$ cat config.mk
export PLATFORM = sky130hd
export DESIGN_NAME = rcw_deep_sleep
export DESIGN_NICKNAME = d
export VERILOG_FILES = /design/src/rcw_pkg.sv /design/src/rcw_lp_tick.sv /design/src/rcw_deep_sleep.sv
export SDC_FILE = /design/constraint.sdc
export NUM_CORES = 1
export LEC_CHECK = 0
export BUFFER_PORTS_ARGS = -buffer_cell sky130_fd_sc_hd__buf_2
export CAP_MARGIN = 20
export CELL_PAD_IN_SITES_DETAIL_PLACEMENT = 1
export CELL_PAD_IN_SITES_GLOBAL_PLACEMENT = 1
export CORE_AREA = 2 2 202 204
export DETAILED_ROUTE_END_ITERATION = 8
export DIE_AREA = 0 0 204 206
export MAX_ROUTING_LAYER = met4
export PLACE_DENSITY_LB_ADDON = 0.25
export REMOVE_ABC_BUFFERS = 1
export SLEW_MARGIN = 20
export SYNTH_ARGS = -nofsm -noshare
export SYNTH_HDL_FRONTEND = slang
export SYNTH_SLANG_ARGS = --single-unit
export TNS_END_PERCENT = 5
$ cat constraint.sdc
create_clock -name clk -period 12 [get_ports clk]
set_input_delay 1.8 -clock clk [delete_from_list [all_inputs] [get_ports clk]]
set_output_delay 1.8 -clock clk [all_outputs]
set_load 0.02 [all_outputs]
$ cat src/rcw_pkg.sv
// Package: register map, field layout, timing constants and types
package rcw_pkg;
	localparam int ADDR_W = 8;
	localparam logic [ADDR_W-1:0] OFF_WAKE_TIMING = 8'h00;
	localparam logic [ADDR_W-1:0] OFF_SLEEP_TIME = 8'h04;
	localparam logic [ADDR_W-1:0] OFF_SLEEP_CTRL = 8'h08;
	localparam logic [ADDR_W-1:0] OFF_ELAPSED = 8'h0C;
	localparam logic [ADDR_W-1:0] OFF_STATUS = 8'h10;
	localparam logic [ADDR_W-1:0] OFF_EXCH_BASE = 8'h14;

	localparam int CTRL_ENTRY_BIT = 0;
	localparam int CTRL_EXT_DIS_BIT = 1;
	localparam int CTRL_WAKE_REQ_BIT = 2;
	localparam int ST_PD_ALLOWED_BIT = 0;
	localparam int ST_ASLEEP_BIT = 1;
	localparam int ST_LP_IRQ_BIT = 2;
	localparam int ST_EXIT_IRQ_BIT = 3;
	localparam int ST_LP_TIMEBASE_BIT = 4;

	localparam logic [31:0] WAKE_TIMING_RST = 32'h0002_0104;
	localparam logic [31:0] SLEEP_TIME_RST = 32'h0000_0000;
	localparam logic [15:0] EXCH_BASE_RST = 16'h0000;
	localparam logic [1:0] RESP_OKAY = 2'b00;
	localparam logic [1:0] RESP_SLVERR = 2'b10;

	// Core clock and slot reference timing
	localparam int CLK_FREQ_HZ = 20000000;
	localparam int CLK_PERIOD_NS = 50;
	localparam int SLOT_TIME_NS = 625000;
	localparam int SLOT_CLK_CYCLES = SLOT_TIME_NS / CLK_PERIOD_NS;
	localparam int LP_FREQ_HZ = 32000;
	localparam int SLOT_LP_TICKS = (SLOT_TIME_NS / 1000) * LP_FREQ_HZ
		/ 1000000;
	// Core operating clock choices
	localparam int CORE_CLK_FAST_HZ = 16000000;
	localparam int CORE_CLK_SLOW_HZ = 8000000;
	localparam int EXCH_RANGE_BYTES = 65536;

	typedef struct packed {
		logic [7:0] unused;
		logic [7:0] extPulseLen;
		logic [7:0] leadClear;
		logic [7:0] leadSet;
	} rcw_timing_t;

	typedef enum logic [4:0] {
		ST_ACTIVE = 5'b00001,
		ST_ENTER = 5'b00010,
		ST_SLEEP = 5'b00100,
		ST_EXT = 5'b01000,
		ST_WAIT_UP = 5'b10000
	} rcw_state_t;
endpackage

$ cat src/rcw_lp_tick.sv
// Edge detector turning the sampled low-power clock into core-clock ticks
`timescale 1ns/1ps
module rcw_lp_tick (
	input wire logic clk,
	input wire logic rst_n,
	input wire logic lpClk,
	output logic tick
);
	logic prev_r;
	logic prev_nxt;
	logic tick_r;
	logic tick_nxt;

	always_comb begin
		prev_nxt = lpClk;
		tick_nxt = lpClk & ~prev_r;
	end

	always_ff @(posedge clk or negedge rst_n) begin
		if (!rst_n) begin
			prev_r <= 1'b0;
			tick_r <= 1'b0;
		end else begin
			prev_r <= prev_nxt;
			tick_r <= tick_nxt;
		end
	end

	assign tick = tick_r;
endmodule

$ cat src/rcw_deep_sleep.sv
// Deep-sleep entry and wake-up controller with AXI4-Lite register slave
`timescale 1ns/1ps

// Overview of operation
// - Wake irq always precedes sleep-exit irq
// - Wake irq rises irq_lead_set ticks before expiry
// - Elapsed status shows true sleep length
// - Wake irq falls irq_lead_clear ticks before end
// - External wake irq high ext_pulse minus lead_clear
// - Wake request raises wake irq immediately
// - Timebase moves to low-power clock in sleep
// - Power-down allowed flag marks transition done
// - Sleep ends by timer or wake request
// - Timed wake irq leads scheduled instant
// - Exchange memory base, 64 kB range
// - Core clock 16/8 MHz, sleep clock low; slot reference here assumes a 20 MHz (50 ns) core clock
// - Expired timer waits for core power up
// - Powered, clocked, expired core asserts exit irq
// - No sleep entry while wake request high
// - Ext-wake disable blocks wake request
module rcw_deep_sleep
	import rcw_pkg::*;
#(
	parameter int SLOT_CLK = SLOT_CLK_CYCLES,
	parameter int SLOT_LP = SLOT_LP_TICKS
) (
	input wire logic clk,
	input wire logic rst_n,
	input wire logic [ADDR_W-1:0] s_axi_awaddr,
	input wire logic s_axi_awvalid,
	output logic s_axi_awready,
	input wire logic [31:0] s_axi_wdata,
	input wire logic [3:0] s_axi_wstrb,
	input wire logic s_axi_wvalid,
	output logic s_axi_wready,
	output logic [1:0] s_axi_bresp,
	output logic s_axi_bvalid,
	input wire logic s_axi_bready,
	input wire logic [ADDR_W-1:0] s_axi_araddr,
	input wire logic s_axi_arvalid,
	output logic s_axi_arready,
	output logic [31:0] s_axi_rdata,
	output logic [1:0] s_axi_rresp,
	output logic s_axi_rvalid,
	input wire logic s_axi_rready,
	input wire logic lowPowerClock,
	input wire logic coreClocksEnabled,
	input wire logic corePowered,
	output logic lpWakeupIrq,
	output logic sleepExitIrq,
	output logic powerdownAllowedFlag,
	output logic lpTimebase,
	output logic slotTick,
	output logic [15:0] exchangeMemBase
);
	logic lpTick;
	rcw_state_t state_r, state_nxt;
	rcw_timing_t timing_r, timing_nxt;
	logic [31:0] duration_r, duration_nxt;
	logic [31:0] elapsed_r, elapsed_nxt;
	logic [7:0] extCnt_r, extCnt_nxt;
	logic entry_r, entry_nxt;
	logic extDis_r, extDis_nxt;
	logic wakeReq_r, wakeReq_nxt;
	logic lpIrq_r, lpIrq_nxt;
	logic irqRaised_r, irqRaised_nxt;
	logic irqDone_r, irqDone_nxt;
	logic exitIrq_r, exitIrq_nxt;
	logic pdAllowed_r, pdAllowed_nxt;
	logic lpBase_r, lpBase_nxt;
	logic [15:0] emBase_r, emBase_nxt;
	logic [13:0] slotCnt_r, slotCnt_nxt;
	logic slot_r, slot_nxt;
	logic awHeld_r, awHeld_nxt;
	logic wHeld_r, wHeld_nxt;
	logic [ADDR_W-1:0] awAddr_r, awAddr_nxt;
	logic [31:0] wData_r, wData_nxt;
	logic [3:0] wStrb_r, wStrb_nxt;
	logic bValid_r, bValid_nxt;
	logic [1:0] bResp_r, bResp_nxt;
	logic arReady_r, arReady_nxt;
	logic rValid_r, rValid_nxt;
	logic [31:0] rData_r, rData_nxt;
	logic [1:0] rResp_r, rResp_nxt;
	logic doWrite;
	logic [32:0] elapsedNext;
	logic [32:0] setPoint;
	logic [32:0] clearPoint;
	logic [8:0] extPoint;
	logic [31:0] baseWord;

	rcw_lp_tick u_tick (
		.clk(clk),
		.rst_n(rst_n),
		.lpClk(lowPowerClock),
		.tick(lpTick)
	);

	function automatic logic [31:0] merge(input logic [31:0] old,
		input logic [31:0] data, input logic [3:0] strb);
		logic [31:0] res;
		res = old;
		for (int i = 0; i < 4; i++) begin
			if (strb[i]) begin
				res[i*8 +: 8] = data[i*8 +: 8];
			end
		end
		return res;
	endfunction

	// Bus slave: address and data may arrive in either order
	always_comb begin
		awHeld_nxt = awHeld_r;
		wHeld_nxt = wHeld_r;
		awAddr_nxt = awAddr_r;
		wData_nxt = wData_r;
		wStrb_nxt = wStrb_r;
		bValid_nxt = bValid_r;
		bResp_nxt = bResp_r;
		doWrite = 1'b0;
		if (s_axi_awvalid && !awHeld_r) begin
			awHeld_nxt = 1'b1;
			awAddr_nxt = s_axi_awaddr;
		end
		if (s_axi_wvalid && !wHeld_r) begin
			wHeld_nxt = 1'b1;
			wData_nxt = s_axi_wdata;
			wStrb_nxt = s_axi_wstrb;
		end
		if (bValid_r && s_axi_bready) begin
			bValid_nxt = 1'b0;
		end
		if (awHeld_r && wHeld_r && !bValid_r) begin
			doWrite = 1'b1;
			awHeld_nxt = 1'b0;
			wHeld_nxt = 1'b0;
			bValid_nxt = 1'b1;
			case (awAddr_r[ADDR_W-1:2])
				OFF_WAKE_TIMING[ADDR_W-1:2], OFF_SLEEP_TIME[ADDR_W-1:2],
				OFF_SLEEP_CTRL[ADDR_W-1:2], OFF_ELAPSED[ADDR_W-1:2],
				OFF_STATUS[ADDR_W-1:2], OFF_EXCH_BASE[ADDR_W-1:2]:
					bResp_nxt = RESP_OKAY;
				default: bResp_nxt = RESP_SLVERR;
			endcase
		end
	end

	always_comb begin
		arReady_nxt = 1'b0;
		rValid_nxt = rValid_r;
		rData_nxt = rData_r;
		rResp_nxt = rResp_r;
		if (rValid_r && s_axi_rready) begin
			rValid_nxt = 1'b0;
		end
		if (s_axi_arvalid && !arReady_r && !rValid_r) begin
			arReady_nxt = 1'b1;
			rValid_nxt = 1'b1;
			rResp_nxt = RESP_OKAY;
			case (s_axi_araddr[ADDR_W-1:2])
				OFF_WAKE_TIMING[ADDR_W-1:2]: rData_nxt = timing_r;
				OFF_SLEEP_TIME[ADDR_W-1:2]: rData_nxt = duration_r;
				OFF_SLEEP_CTRL[ADDR_W-1:2]:
					rData_nxt = {29'd0, wakeReq_r, extDis_r, entry_r};
				OFF_ELAPSED[ADDR_W-1:2]: rData_nxt = elapsed_r;
				OFF_STATUS[ADDR_W-1:2]:
					rData_nxt = {27'd0, lpBase_r, exitIrq_r, lpIrq_r,
						(state_r != ST_ACTIVE), pdAllowed_r};
				OFF_EXCH_BASE[ADDR_W-1:2]: rData_nxt = {emBase_r, 16'h0000};
				default: begin
					rData_nxt = 32'h0000_0000;
					rResp_nxt = RESP_SLVERR;
				end
			endcase
		end
	end

	// Sleep sequencer
	always_comb begin
		state_nxt = state_r;
		timing_nxt = timing_r;
		duration_nxt = duration_r;
		elapsed_nxt = elapsed_r;
		extCnt_nxt = extCnt_r;
		entry_nxt = entry_r;
		extDis_nxt = extDis_r;
		wakeReq_nxt = wakeReq_r;
		lpIrq_nxt = lpIrq_r;
		irqRaised_nxt = irqRaised_r;
		irqDone_nxt = irqDone_r;
		exitIrq_nxt = exitIrq_r;
		pdAllowed_nxt = pdAllowed_r;
		lpBase_nxt = lpBase_r;
		emBase_nxt = emBase_r;
		baseWord = merge({emBase_r, 16'h0000}, wData_r, wStrb_r);
		elapsedNext = {1'b0, elapsed_r} + 33'd1;
		// Wake edges: elapsed + lead reaches duration
		setPoint = elapsedNext + {25'd0, timing_r.leadSet};
		clearPoint = elapsedNext + {25'd0, timing_r.leadClear};
		extPoint = {1'b0, extCnt_r} + 9'd1 + {1'b0, timing_r.leadClear};
		if (doWrite) begin
			case (awAddr_r[ADDR_W-1:2])
				OFF_WAKE_TIMING[ADDR_W-1:2]:
					timing_nxt = merge(timing_r, wData_r, wStrb_r);
				OFF_SLEEP_TIME[ADDR_W-1:2]:
					duration_nxt = merge(duration_r, wData_r, wStrb_r);
				OFF_SLEEP_CTRL[ADDR_W-1:2]: if (wStrb_r[0]) begin
					entry_nxt = wData_r[CTRL_ENTRY_BIT];
					extDis_nxt = wData_r[CTRL_EXT_DIS_BIT];
					wakeReq_nxt = wData_r[CTRL_WAKE_REQ_BIT];
				end
				OFF_STATUS[ADDR_W-1:2]:
					if (wStrb_r[0] && wData_r[ST_EXIT_IRQ_BIT]) begin
						exitIrq_nxt = 1'b0;
					end
				OFF_EXCH_BASE[ADDR_W-1:2]:
					emBase_nxt = baseWord[31:16];
				default: ;
			endcase
		end
		case (state_r)
			ST_ACTIVE: begin
				if (entry_r && !wakeReq_r) begin
					state_nxt = ST_ENTER;
					elapsed_nxt = 32'h0000_0000;
					irqRaised_nxt = 1'b0;
					irqDone_nxt = 1'b0;
				end
			end
			ST_ENTER: begin
				if (wakeReq_r && !extDis_r) begin
					state_nxt = ST_EXT;
					lpIrq_nxt = 1'b1;
					extCnt_nxt = 8'h00;
				end else if (lpTick) begin
					// Timebase handed to the low-power clock
					state_nxt = ST_SLEEP;
					lpBase_nxt = 1'b1;
					pdAllowed_nxt = 1'b1;
				end
			end
			ST_SLEEP: begin
				if (wakeReq_r && !extDis_r && !irqRaised_r) begin
					state_nxt = ST_EXT;
					lpIrq_nxt = 1'b1;
					irqRaised_nxt = 1'b1;
					extCnt_nxt = 8'h00;
				end else if (lpTick) begin
					elapsed_nxt = elapsedNext[31:0];
					if (!irqRaised_r && setPoint >= {1'b0, duration_r}) begin
						lpIrq_nxt = 1'b1;
						irqRaised_nxt = 1'b1;
					end else if (irqRaised_r && !irqDone_r &&
						clearPoint >= {1'b0, duration_r}) begin
						lpIrq_nxt = 1'b0;
						irqDone_nxt = 1'b1;
					end
					// Expiry waits until the wake pulse has run
					if (irqDone_r && elapsedNext >= {1'b0, duration_r}) begin
						state_nxt = ST_WAIT_UP;
					end
				end
			end
			ST_EXT: begin
				if (lpTick) begin
					elapsed_nxt = elapsedNext[31:0];
					extCnt_nxt = extCnt_r + 8'd1;
					// Held until extPulseLen minus leadClear ticks
					if (extPoint >= {1'b0, timing_r.extPulseLen}) begin
						lpIrq_nxt = 1'b0;
						irqDone_nxt = 1'b1;
						state_nxt = ST_WAIT_UP;
					end
				end
			end
			ST_WAIT_UP: begin
				// Elapsed keeps growing until the core is back
				if (lpTick) begin
					elapsed_nxt = elapsedNext[31:0];
				end
				if (corePowered && coreClocksEnabled) begin
					state_nxt = ST_ACTIVE;
					exitIrq_nxt = 1'b1;
					entry_nxt = 1'b0;
					pdAllowed_nxt = 1'b0;
					lpBase_nxt = 1'b0;
				end
			end
			default: state_nxt = ST_ACTIVE;
		endcase
	end

	// Slot reference: core cycles when active, lp ticks when asleep
	always_comb begin
		slotCnt_nxt = slotCnt_r;
		slot_nxt = 1'b0;
		if (!lpBase_r || lpTick) begin
			if ({18'd0, slotCnt_r} >= (lpBase_r ? SLOT_LP : SLOT_CLK) - 1)
			begin
				slotCnt_nxt = 14'd0;
				slot_nxt = 1'b1;
			end else begin
				slotCnt_nxt = slotCnt_r + 14'd1;
			end
		end
	end

	always_ff @(posedge clk or negedge rst_n) begin
		if (!rst_n) begin
			awHeld_r <= 1'b0;
			wHeld_r <= 1'b0;
			awAddr_r <= '0;
			wData_r <= 32'h0000_0000;
			wStrb_r <= 4'h0;
			bValid_r <= 1'b0;
			bResp_r <= RESP_OKAY;
			arReady_r <= 1'b0;
			rValid_r <= 1'b0;
			rData_r <= 32'h0000_0000;
			rResp_r <= RESP_OKAY;
		end else begin
			awHeld_r <= awHeld_nxt;
			wHeld_r <= wHeld_nxt;
			awAddr_r <= awAddr_nxt;
			wData_r <= wData_nxt;
			wStrb_r <= wStrb_nxt;
			bValid_r <= bValid_nxt;
			bResp_r <= bResp_nxt;
			arReady_r <= arReady_nxt;
			rValid_r <= rValid_nxt;
			rData_r <= rData_nxt;
			rResp_r <= rResp_nxt;
		end
	end

	always_ff @(posedge clk or negedge rst_n) begin
		if (!rst_n) begin
			state_r <= ST_ACTIVE;
			timing_r <= WAKE_TIMING_RST;
			duration_r <= SLEEP_TIME_RST;
			elapsed_r <= 32'h0000_0000;
			extCnt_r <= 8'h00;
			entry_r <= 1'b0;
			extDis_r <= 1'b0;
			wakeReq_r <= 1'b0;
			lpIrq_r <= 1'b0;
			irqRaised_r <= 1'b0;
			irqDone_r <= 1'b0;
			exitIrq_r <= 1'b0;
			pdAllowed_r <= 1'b0;
			lpBase_r <= 1'b0;
			emBase_r <= EXCH_BASE_RST;
			slotCnt_r <= 14'd0;
			slot_r <= 1'b0;
		end else begin
			state_r <= state_nxt;
			timing_r <= timing_nxt;
			duration_r <= duration_nxt;
			elapsed_r <= elapsed_nxt;
			extCnt_r <= extCnt_nxt;
			entry_r <= entry_nxt;
			extDis_r <= extDis_nxt;
			wakeReq_r <= wakeReq_nxt;
			lpIrq_r <= lpIrq_nxt;
			irqRaised_r <= irqRaised_nxt;
			irqDone_r <= irqDone_nxt;
			exitIrq_r <= exitIrq_nxt;
			pdAllowed_r <= pdAllowed_nxt;
			lpBase_r <= lpBase_nxt;
			emBase_r <= emBase_nxt;
			slotCnt_r <= slotCnt_nxt;
			slot_r <= slot_nxt;
		end
	end

	assign s_axi_awready = ~awHeld_r;
	assign s_axi_wready = ~wHeld_r;
	assign s_axi_bvalid = bValid_r;
	assign s_axi_bresp = bResp_r;
	assign s_axi_arready = arReady_r;
	assign s_axi_rvalid = rValid_r;
	assign s_axi_rdata = rData_r;
	assign s_axi_rresp = rResp_r;
	assign lpWakeupIrq = lpIrq_r;
	assign sleepExitIrq = exitIrq_r;
	assign powerdownAllowedFlag = pdAllowed_r;
	assign lpTimebase = lpBase_r;
	assign slotTick = slot_r;
	assign exchangeMemBase = emBase_r;
endmodule

==> results of run 1 <==
[metrics by stage]
stage / setup slack [ps] / util, % / area, um2 / cells / total power [uW]
after floorplan: 7000 / - / 14700 / 1495 / 2210
after global placement: 5410 / 40.1 / 16100 / 2154 / 2780
after detailed placement: 5290 / 40.1 / 16100 / 2154 / 2840
after CTS: 5250 / 42.8 / 17200 / 2209 / 3880
after global routing: 4720 / 42.9 / 17300 / 2210 / 4150
final: 5180 / 42.9 / 17300 / 2210 / 3860
[cell type report]
cell class / instances / area [um2]
Clock inverter: 17 / 272
Clock buffer: 38 / 842
Tap cell: 532 / 666
Timing Repair Buffer: 128 / 698
Fill cell: 4611 / 22900
Inverter: 94 / 353
Sequential cell: 231 / 5790
Multi-Input combinational cell: 1170 / 8640
[cells by family after synthesis]
group / after synthesis / share of synthesized area (%)
other cells: 1 / 0.0250
buf+inv: 158 / 4.15
mux: 113 / 8.69
fa+ha+maj: 140 / 11.8
simple gates: 479 / 16.5
compound gates: 325 / 13.8
xor+xnor: 111 / 6.48
flops: 231 / 38.5
[worst paths after layout]
| path | start | endpoint | slack [ps] | cells after the start |
|---|---|---|---|---|
| min in group asynchronous | rst_n | slotCnt_r[6] | 1280 | 1 |
| hold / removal | u_tick.prev_r | u_tick.tick | 400 | 1 |
| hold reg to reg | u_tick.prev_r | u_tick.tick | 400 | 1 |
| setup reg to reg | elapsed_r[0] | lpWakeupIrq | 5180 | 23 |
| setup / recovery | elapsed_r[0] | lpWakeupIrq | 5180 | 23 |
| max in group asynchronous | rst_n | timing_r[12] | 9160 | 2 |
[worst register-to-register path, delay by kind of cell (launching register included)]
kind                       cells  cell delay (ps)
AOI/OAI and AO/OA             13             3760
and+or+nand+nor                4              640
buffers and inverters          1              240
DFF                            1              520
xor gates and xnor gates       2              470
adders and majority gates      3             1050
[layer usage]
metal,share of wire [%],vias up,GRT usage [%]
li1,-,5761,-
met1,45,6110,30.5
met2,48,210,38.4
met3,4.1,59,2.82
met4,3.1,0,7.22
met5,0,-,-
[cell usage in the layout, fill, tap and decap left out, types with 21 or more instances in the layout]
| cell | count |
|---|---|
| a21o_1 | 37 |
| a21oi_1 | 46 |
| and3_1 | 27 |
| buf_2 | 116 |
| clkbuf_16 | 31 |
| dfrtp_1 | 227 |
| ha_1 | 137 |
| inv_1 | 94 |
| mux2_2 | 108 |
| nand2_1 | 151 |
| nand3_1 | 46 |
| nand4_1 | 31 |
| nor2_1 | 102 |
| nor2b_1 | 21 |
| o21ai_0 | 129 |
| xnor2_1 | 79 |
| xor2_1 | 32 |
[state kept, by name, indices dropped and copies added, names as in the netlist, 4 cells and up]
| register | count |
|---|---|
| wStrb_r | 4 |
| extCnt_r | 8 |
| awAddr_r | 6 |
| duration_r | 32 |
| timing_r | 32 |
| exchangeMemBase | 16 |
| state_r | 5 |
| s_axi_rdata | 32 |
| wData_r | 32 |
| elapsed_r | 32 |
| slotCnt_r | 14 |
[where the power goes]
group / switching (uW) / internal [uW]
registers: 227 / 1010
clock network: 363 / 644
logic: 976 / 643
==> run metrics, run 1 <==
H-tree depth 1; Post-synth EDFFs 0; GRT Util Overall 23.4%; slew margin rel. 31.0%; Post-synth top cells 227 x dfrtp_1, 151 x nand2_1, 137 x ha_1, 129 x o21ai_0, 108 x mux2_2; first-pass GRT wire length ~74000 um; WL final between 40000 and 50000 um; Die W around 200 um; asr flop ratio synth 100%; sequential area share after synthesis 38.5%; routed len/inst 21.2 um; Worst setup SP type flip-flop; area leader, netlist dfrtp_1; share of cells above drive strength 1 between 10% and 20%; clk_skew 14.7 ps; fmax 0.147 GHz; Die Area between 40000 and 50000 um2; Syn Inst Count 1558; slowest CP cell o21ai_0; # IOs 124; Leak about 0.0083 uW; maxcap violations 0; TNS Setup 0 ps; CTS buffer count 30; final hold slack 397 ps; post-DP HPWL 35600 um; Yosys cell types 77; total gr overflow 0; top_reg_cell synth dfrtp_1; Worst VDD drop 0.000101 V; Slew Limit Fails 0; Post-CTS Setup Repair Bufs 0; worst slew pin tran a little over 1000 ps; CP Max Fanout 12; outcome completed; total inserted antenna cells 0; CTS sink cnt approximately 230; detailed-route via count about 12000; Mapped Area 15000 um2; Worst EP arrival 7250 ps; Synth Register Bits between 200 and 250; Synth warnings 0; most common cell in the netlist dfrtp_1; routability cong. 0.938; largest net degree at the start of global routing 117; unrepaired setup endpoints after global routing false; CTS tree done; pwr dens 224 nW/um2; Port Buf Inserts 117; Final Critical Period around 7000 ps; vias in the first global route between 10000 and 15000; first drt pass iteration count 4; num rows 74; Post-Syn Area per Cell 9.63 um2; post-synth top area share 37.8%; Skew-Pair Late Insertion Delay 570 ps; core region area 40200 um2; crit-path cells ha_1 > xor2_1 > ha_1 > a21oi_1 > nor2b_1 > o21a_1 > o211a_1 > o21ai_0 > nor2b_1 > inv_1 > nor2_1 > xnor2_1 > ha_1 > a21o_1 > a21o_1 > a21oi_1 > nor2_1 > a2111oi_0 > a31oi_1 > a311oi_1 > o221ai_1 > a31oi_1 > a21oi_1; WP data required 12440 ps; DR vias/cell approximately 5.5; largest cells by area after synthesis dfrtp_1 38%, ha_1 11%, mux2_2 8.1%; area growth from synthesis to layout 14.9%; Hold Vio Cnt, Final 0; fin nets between 1500 and 2000; Tcrit/Tclk final a little under three fifths; CP endpoint kind flip-flop; cts repair resizes 0; root buffer cell clkbuf_16; Longest Clk Path Bufs 3; Starting DRT DRC Count slightly above 500; DRT antenna net count 0; initial core utilization 37.3%; type of the most critical hold path reg -> reg; Crit Path Class reg -> reg; WP buf/inv 1; Die Height 206 um; antenna violations before repair 0; Max stage delay on crit path 710 ps; CTS clk-pin slew, worst paths around 70 ps; final setup violation count 0; CP top delay family compound AO/OA/AOI/OAI gates; DRC Markers 0; Post-CTS Hold Buffers 0
No activity file was read; power rests on OpenSTA's default activity.
==> run 2: changes to the inputs <==
Clock period 12 ns to 5.9 ns, I/O delays scaled along.
==> run metrics, run 2 (same netlist as run 1, synthesis figures left out) <==
WP data required 6330 ps (was 12440 ps); TNS Setup 0 ps (unchanged); CP endpoint kind flip-flop (unchanged); H-tree depth 1 (unchanged); Skew-Pair Late Insertion Delay 570 ps (about the same); DRT antenna net count 0 (unchanged); CP Max Fanout 5 (was 12); cts repair resizes 0 (unchanged); Post-CTS Setup Repair Bufs 0 (unchanged); routed len/inst 21.2 um (about the same); CP top delay family compound AO/OA/AOI/OAI gates (unchanged); area growth from synthesis to layout 17.8% (was 14.9%); R2R depth 27 (was 23); Max stage delay on crit path 510 ps (was 710 ps); CTS buffer count 27 (was 30); maxcap violations 0 (unchanged); Starting DRT DRC Count 522 (was 518); final hold slack 325 ps (was 397 ps); share of cells above drive strength 1 22.8% (was 19.3%); Longest Clk Path Bufs 3 (unchanged); Worst VDD drop 0.000218 V (was 0.000101 V); Leak 0.00864 uW (was 0.00834 uW); Die W 204 um (unchanged); post-DP HPWL 37500 um (was 35600 um); CTS sink cnt 231 (unchanged); detailed-route via count 12400 (was 12100); Die Height 206 um (unchanged); Post-CTS Hold Buffers 0 (unchanged); Crit path depth 27 (was 23); most common cell after layout, fill and taps aside dfrtp_1 (unchanged); CTS tree done (unchanged); Slew Limit Fails 0 (unchanged); Port Buf Inserts 117 (unchanged); num rows 74 (unchanged); Worst EP arrival 6000 ps (was 7250 ps); vias in the first global route 13400 (was 12800); pwr dens 435 nW/um2 (was 224 nW/um2); root buffer cell clkbuf_16 (unchanged); WL final 48600 um (was 46800 um); Hold Vio Cnt, Final 0 (unchanged); r2r startpoint elapsed_r[0] (unchanged); total inserted antenna cells 0 (unchanged); type of the most critical hold path in -> async (was reg -> reg); largest net degree at the start of global routing 136 (was 117); fin cells 2294 (was 2210); Crit Path Class reg -> reg (unchanged); most frequent CP cell ha_1; CTS clk-pin slew, worst paths 60 ps (was 70 ps); fmax 0.180 GHz (was 0.147 GHz); WP buf/inv 4 (was 1); final setup violation count 0 (unchanged); Worst R2R End lpWakeupIrq (unchanged); total gr overflow 0 (unchanged); routability cong. 0.946 (was 0.938); reg2reg setup slack 340 ps (was 5180 ps); fin nets 1943 (was 1857); antenna violations before repair 0 (unchanged); core region area 40200 um2 (unchanged); Tcrit/Tclk final 94.3% (was 56.8%); Final Critical Period 5560 ps (was 6820 ps); DRC Markers 0 (unchanged); outcome completed (unchanged); clk_skew 15.7 ps (was 14.7 ps); slew margin rel. 35.7% (was 31.0%); worst slew pin tran 956 ps (was 1030 ps); cell count after placement 2243 (was 2154); Worst setup SP type flip-flop (unchanged); GRT Util Overall 24.2% (was 23.4%); first-pass GRT wire length 76500 um (was 74100 um); unrepaired setup endpoints after global routing false (unchanged); slowest CP cell a2111oi_1 (was o21ai_0); # IOs 124 (unchanged); DR vias/cell 5.40 (was 5.49); first drt pass iteration count 5 (was 4); initial core utilization 37.3% (unchanged); Die Area 42000 um2 (unchanged); most frequent cells in the layout 227 x dfrtp_1, 151 x nand2_1, 137 x ha_1 (unchanged)
==> run 2: area by class of cell <==
| class | instances | area (um2) |
|---|---|---|
| inverters | 94 | 353 |
| repair buffers | 217 | 1380 |
| well taps | 532 | 666 |
| fillers | 4644 | 22500 |
| clock buffers | 42 | 772 |
| clock inverters | 8 | 77.6 |
| multi-input cells | 1170 | 8650 |
| flip-flops and latches | 231 | 5790 |
==> run 2: per-stage QoR <==
| step | setup slack (ps) | utilization, % | power, uW | instance area, um2 |
|---|---|---|---|---|
| after global routing | 27.1 | 44.0 | 8260 | 17700 |
| after global placement | 227 | 41.8 | 5880 | 16800 |
| after detailed placement | 240 | 41.8 | 6020 | 16800 |
| final | 335 | 44.0 | 7690 | 17700 |
| after CTS | 187 | 43.9 | 7720 | 17600 |
| after floorplan | 896 | - | 4500 | 14700 |
==> run 2: how the worst max path moves through the flow <==
stage                              to         start  slack (ps)
after floorplan           lpWakeupIrq  elapsed_r[0]         900
after global placement    lpWakeupIrq  elapsed_r[0]         230
after global routing      lpWakeupIrq  elapsed_r[0]          30
after CTS                 lpWakeupIrq  elapsed_r[2]         190
after detailed placement  lpWakeupIrq  elapsed_r[2]         240
final                     lpWakeupIrq  elapsed_r[0]         340
==> run 2: worst reg2reg max path, cell delays in order, from the launching register on <==
cell,delay [ps]
dfrtp_1,380
ha_1,290
nand3_1,120
xor2_1,250
inv_1,120
ha_1,330
o21a_1,120
o31a_1,160
o21ai_0,120
o211ai_1,190
buf_4,170
nand3_1,160
inv_1,140
nand2_1,120
nor2_1,240
xnor2_1,150
ha_1,260
a21o_1,180
a21o_1,170
a21oi_1,150
nor2_1,80
a2111oi_1,510
a31oi_1,170
a311oi_2,370
buf_4,180
nand2_1,50
a31oi_1,180
a21oi_1,90
==> run 2: per-layer routing <==
| metal | GRT usage (%) | wire length (um) | share of wire (%) |
|---|---|---|---|
| met1 | 31.3 | 22300 | 46 |
| met2 | 40.7 | 23500 | 48 |
| met5 | - | 0 | 0 |
| met3 | 2.55 | 1410 | 2.9 |
| met4 | 6.44 | 1370 | 2.8 |
==> run 2: power by group <==
part | internal [uW] | leakage, uW | switching, uW
Sequential | 2050 | 0.00305 | 457
Clock | 943 | 0.000410 | 703
Combinational | 1500 | 0.00518 | 2030
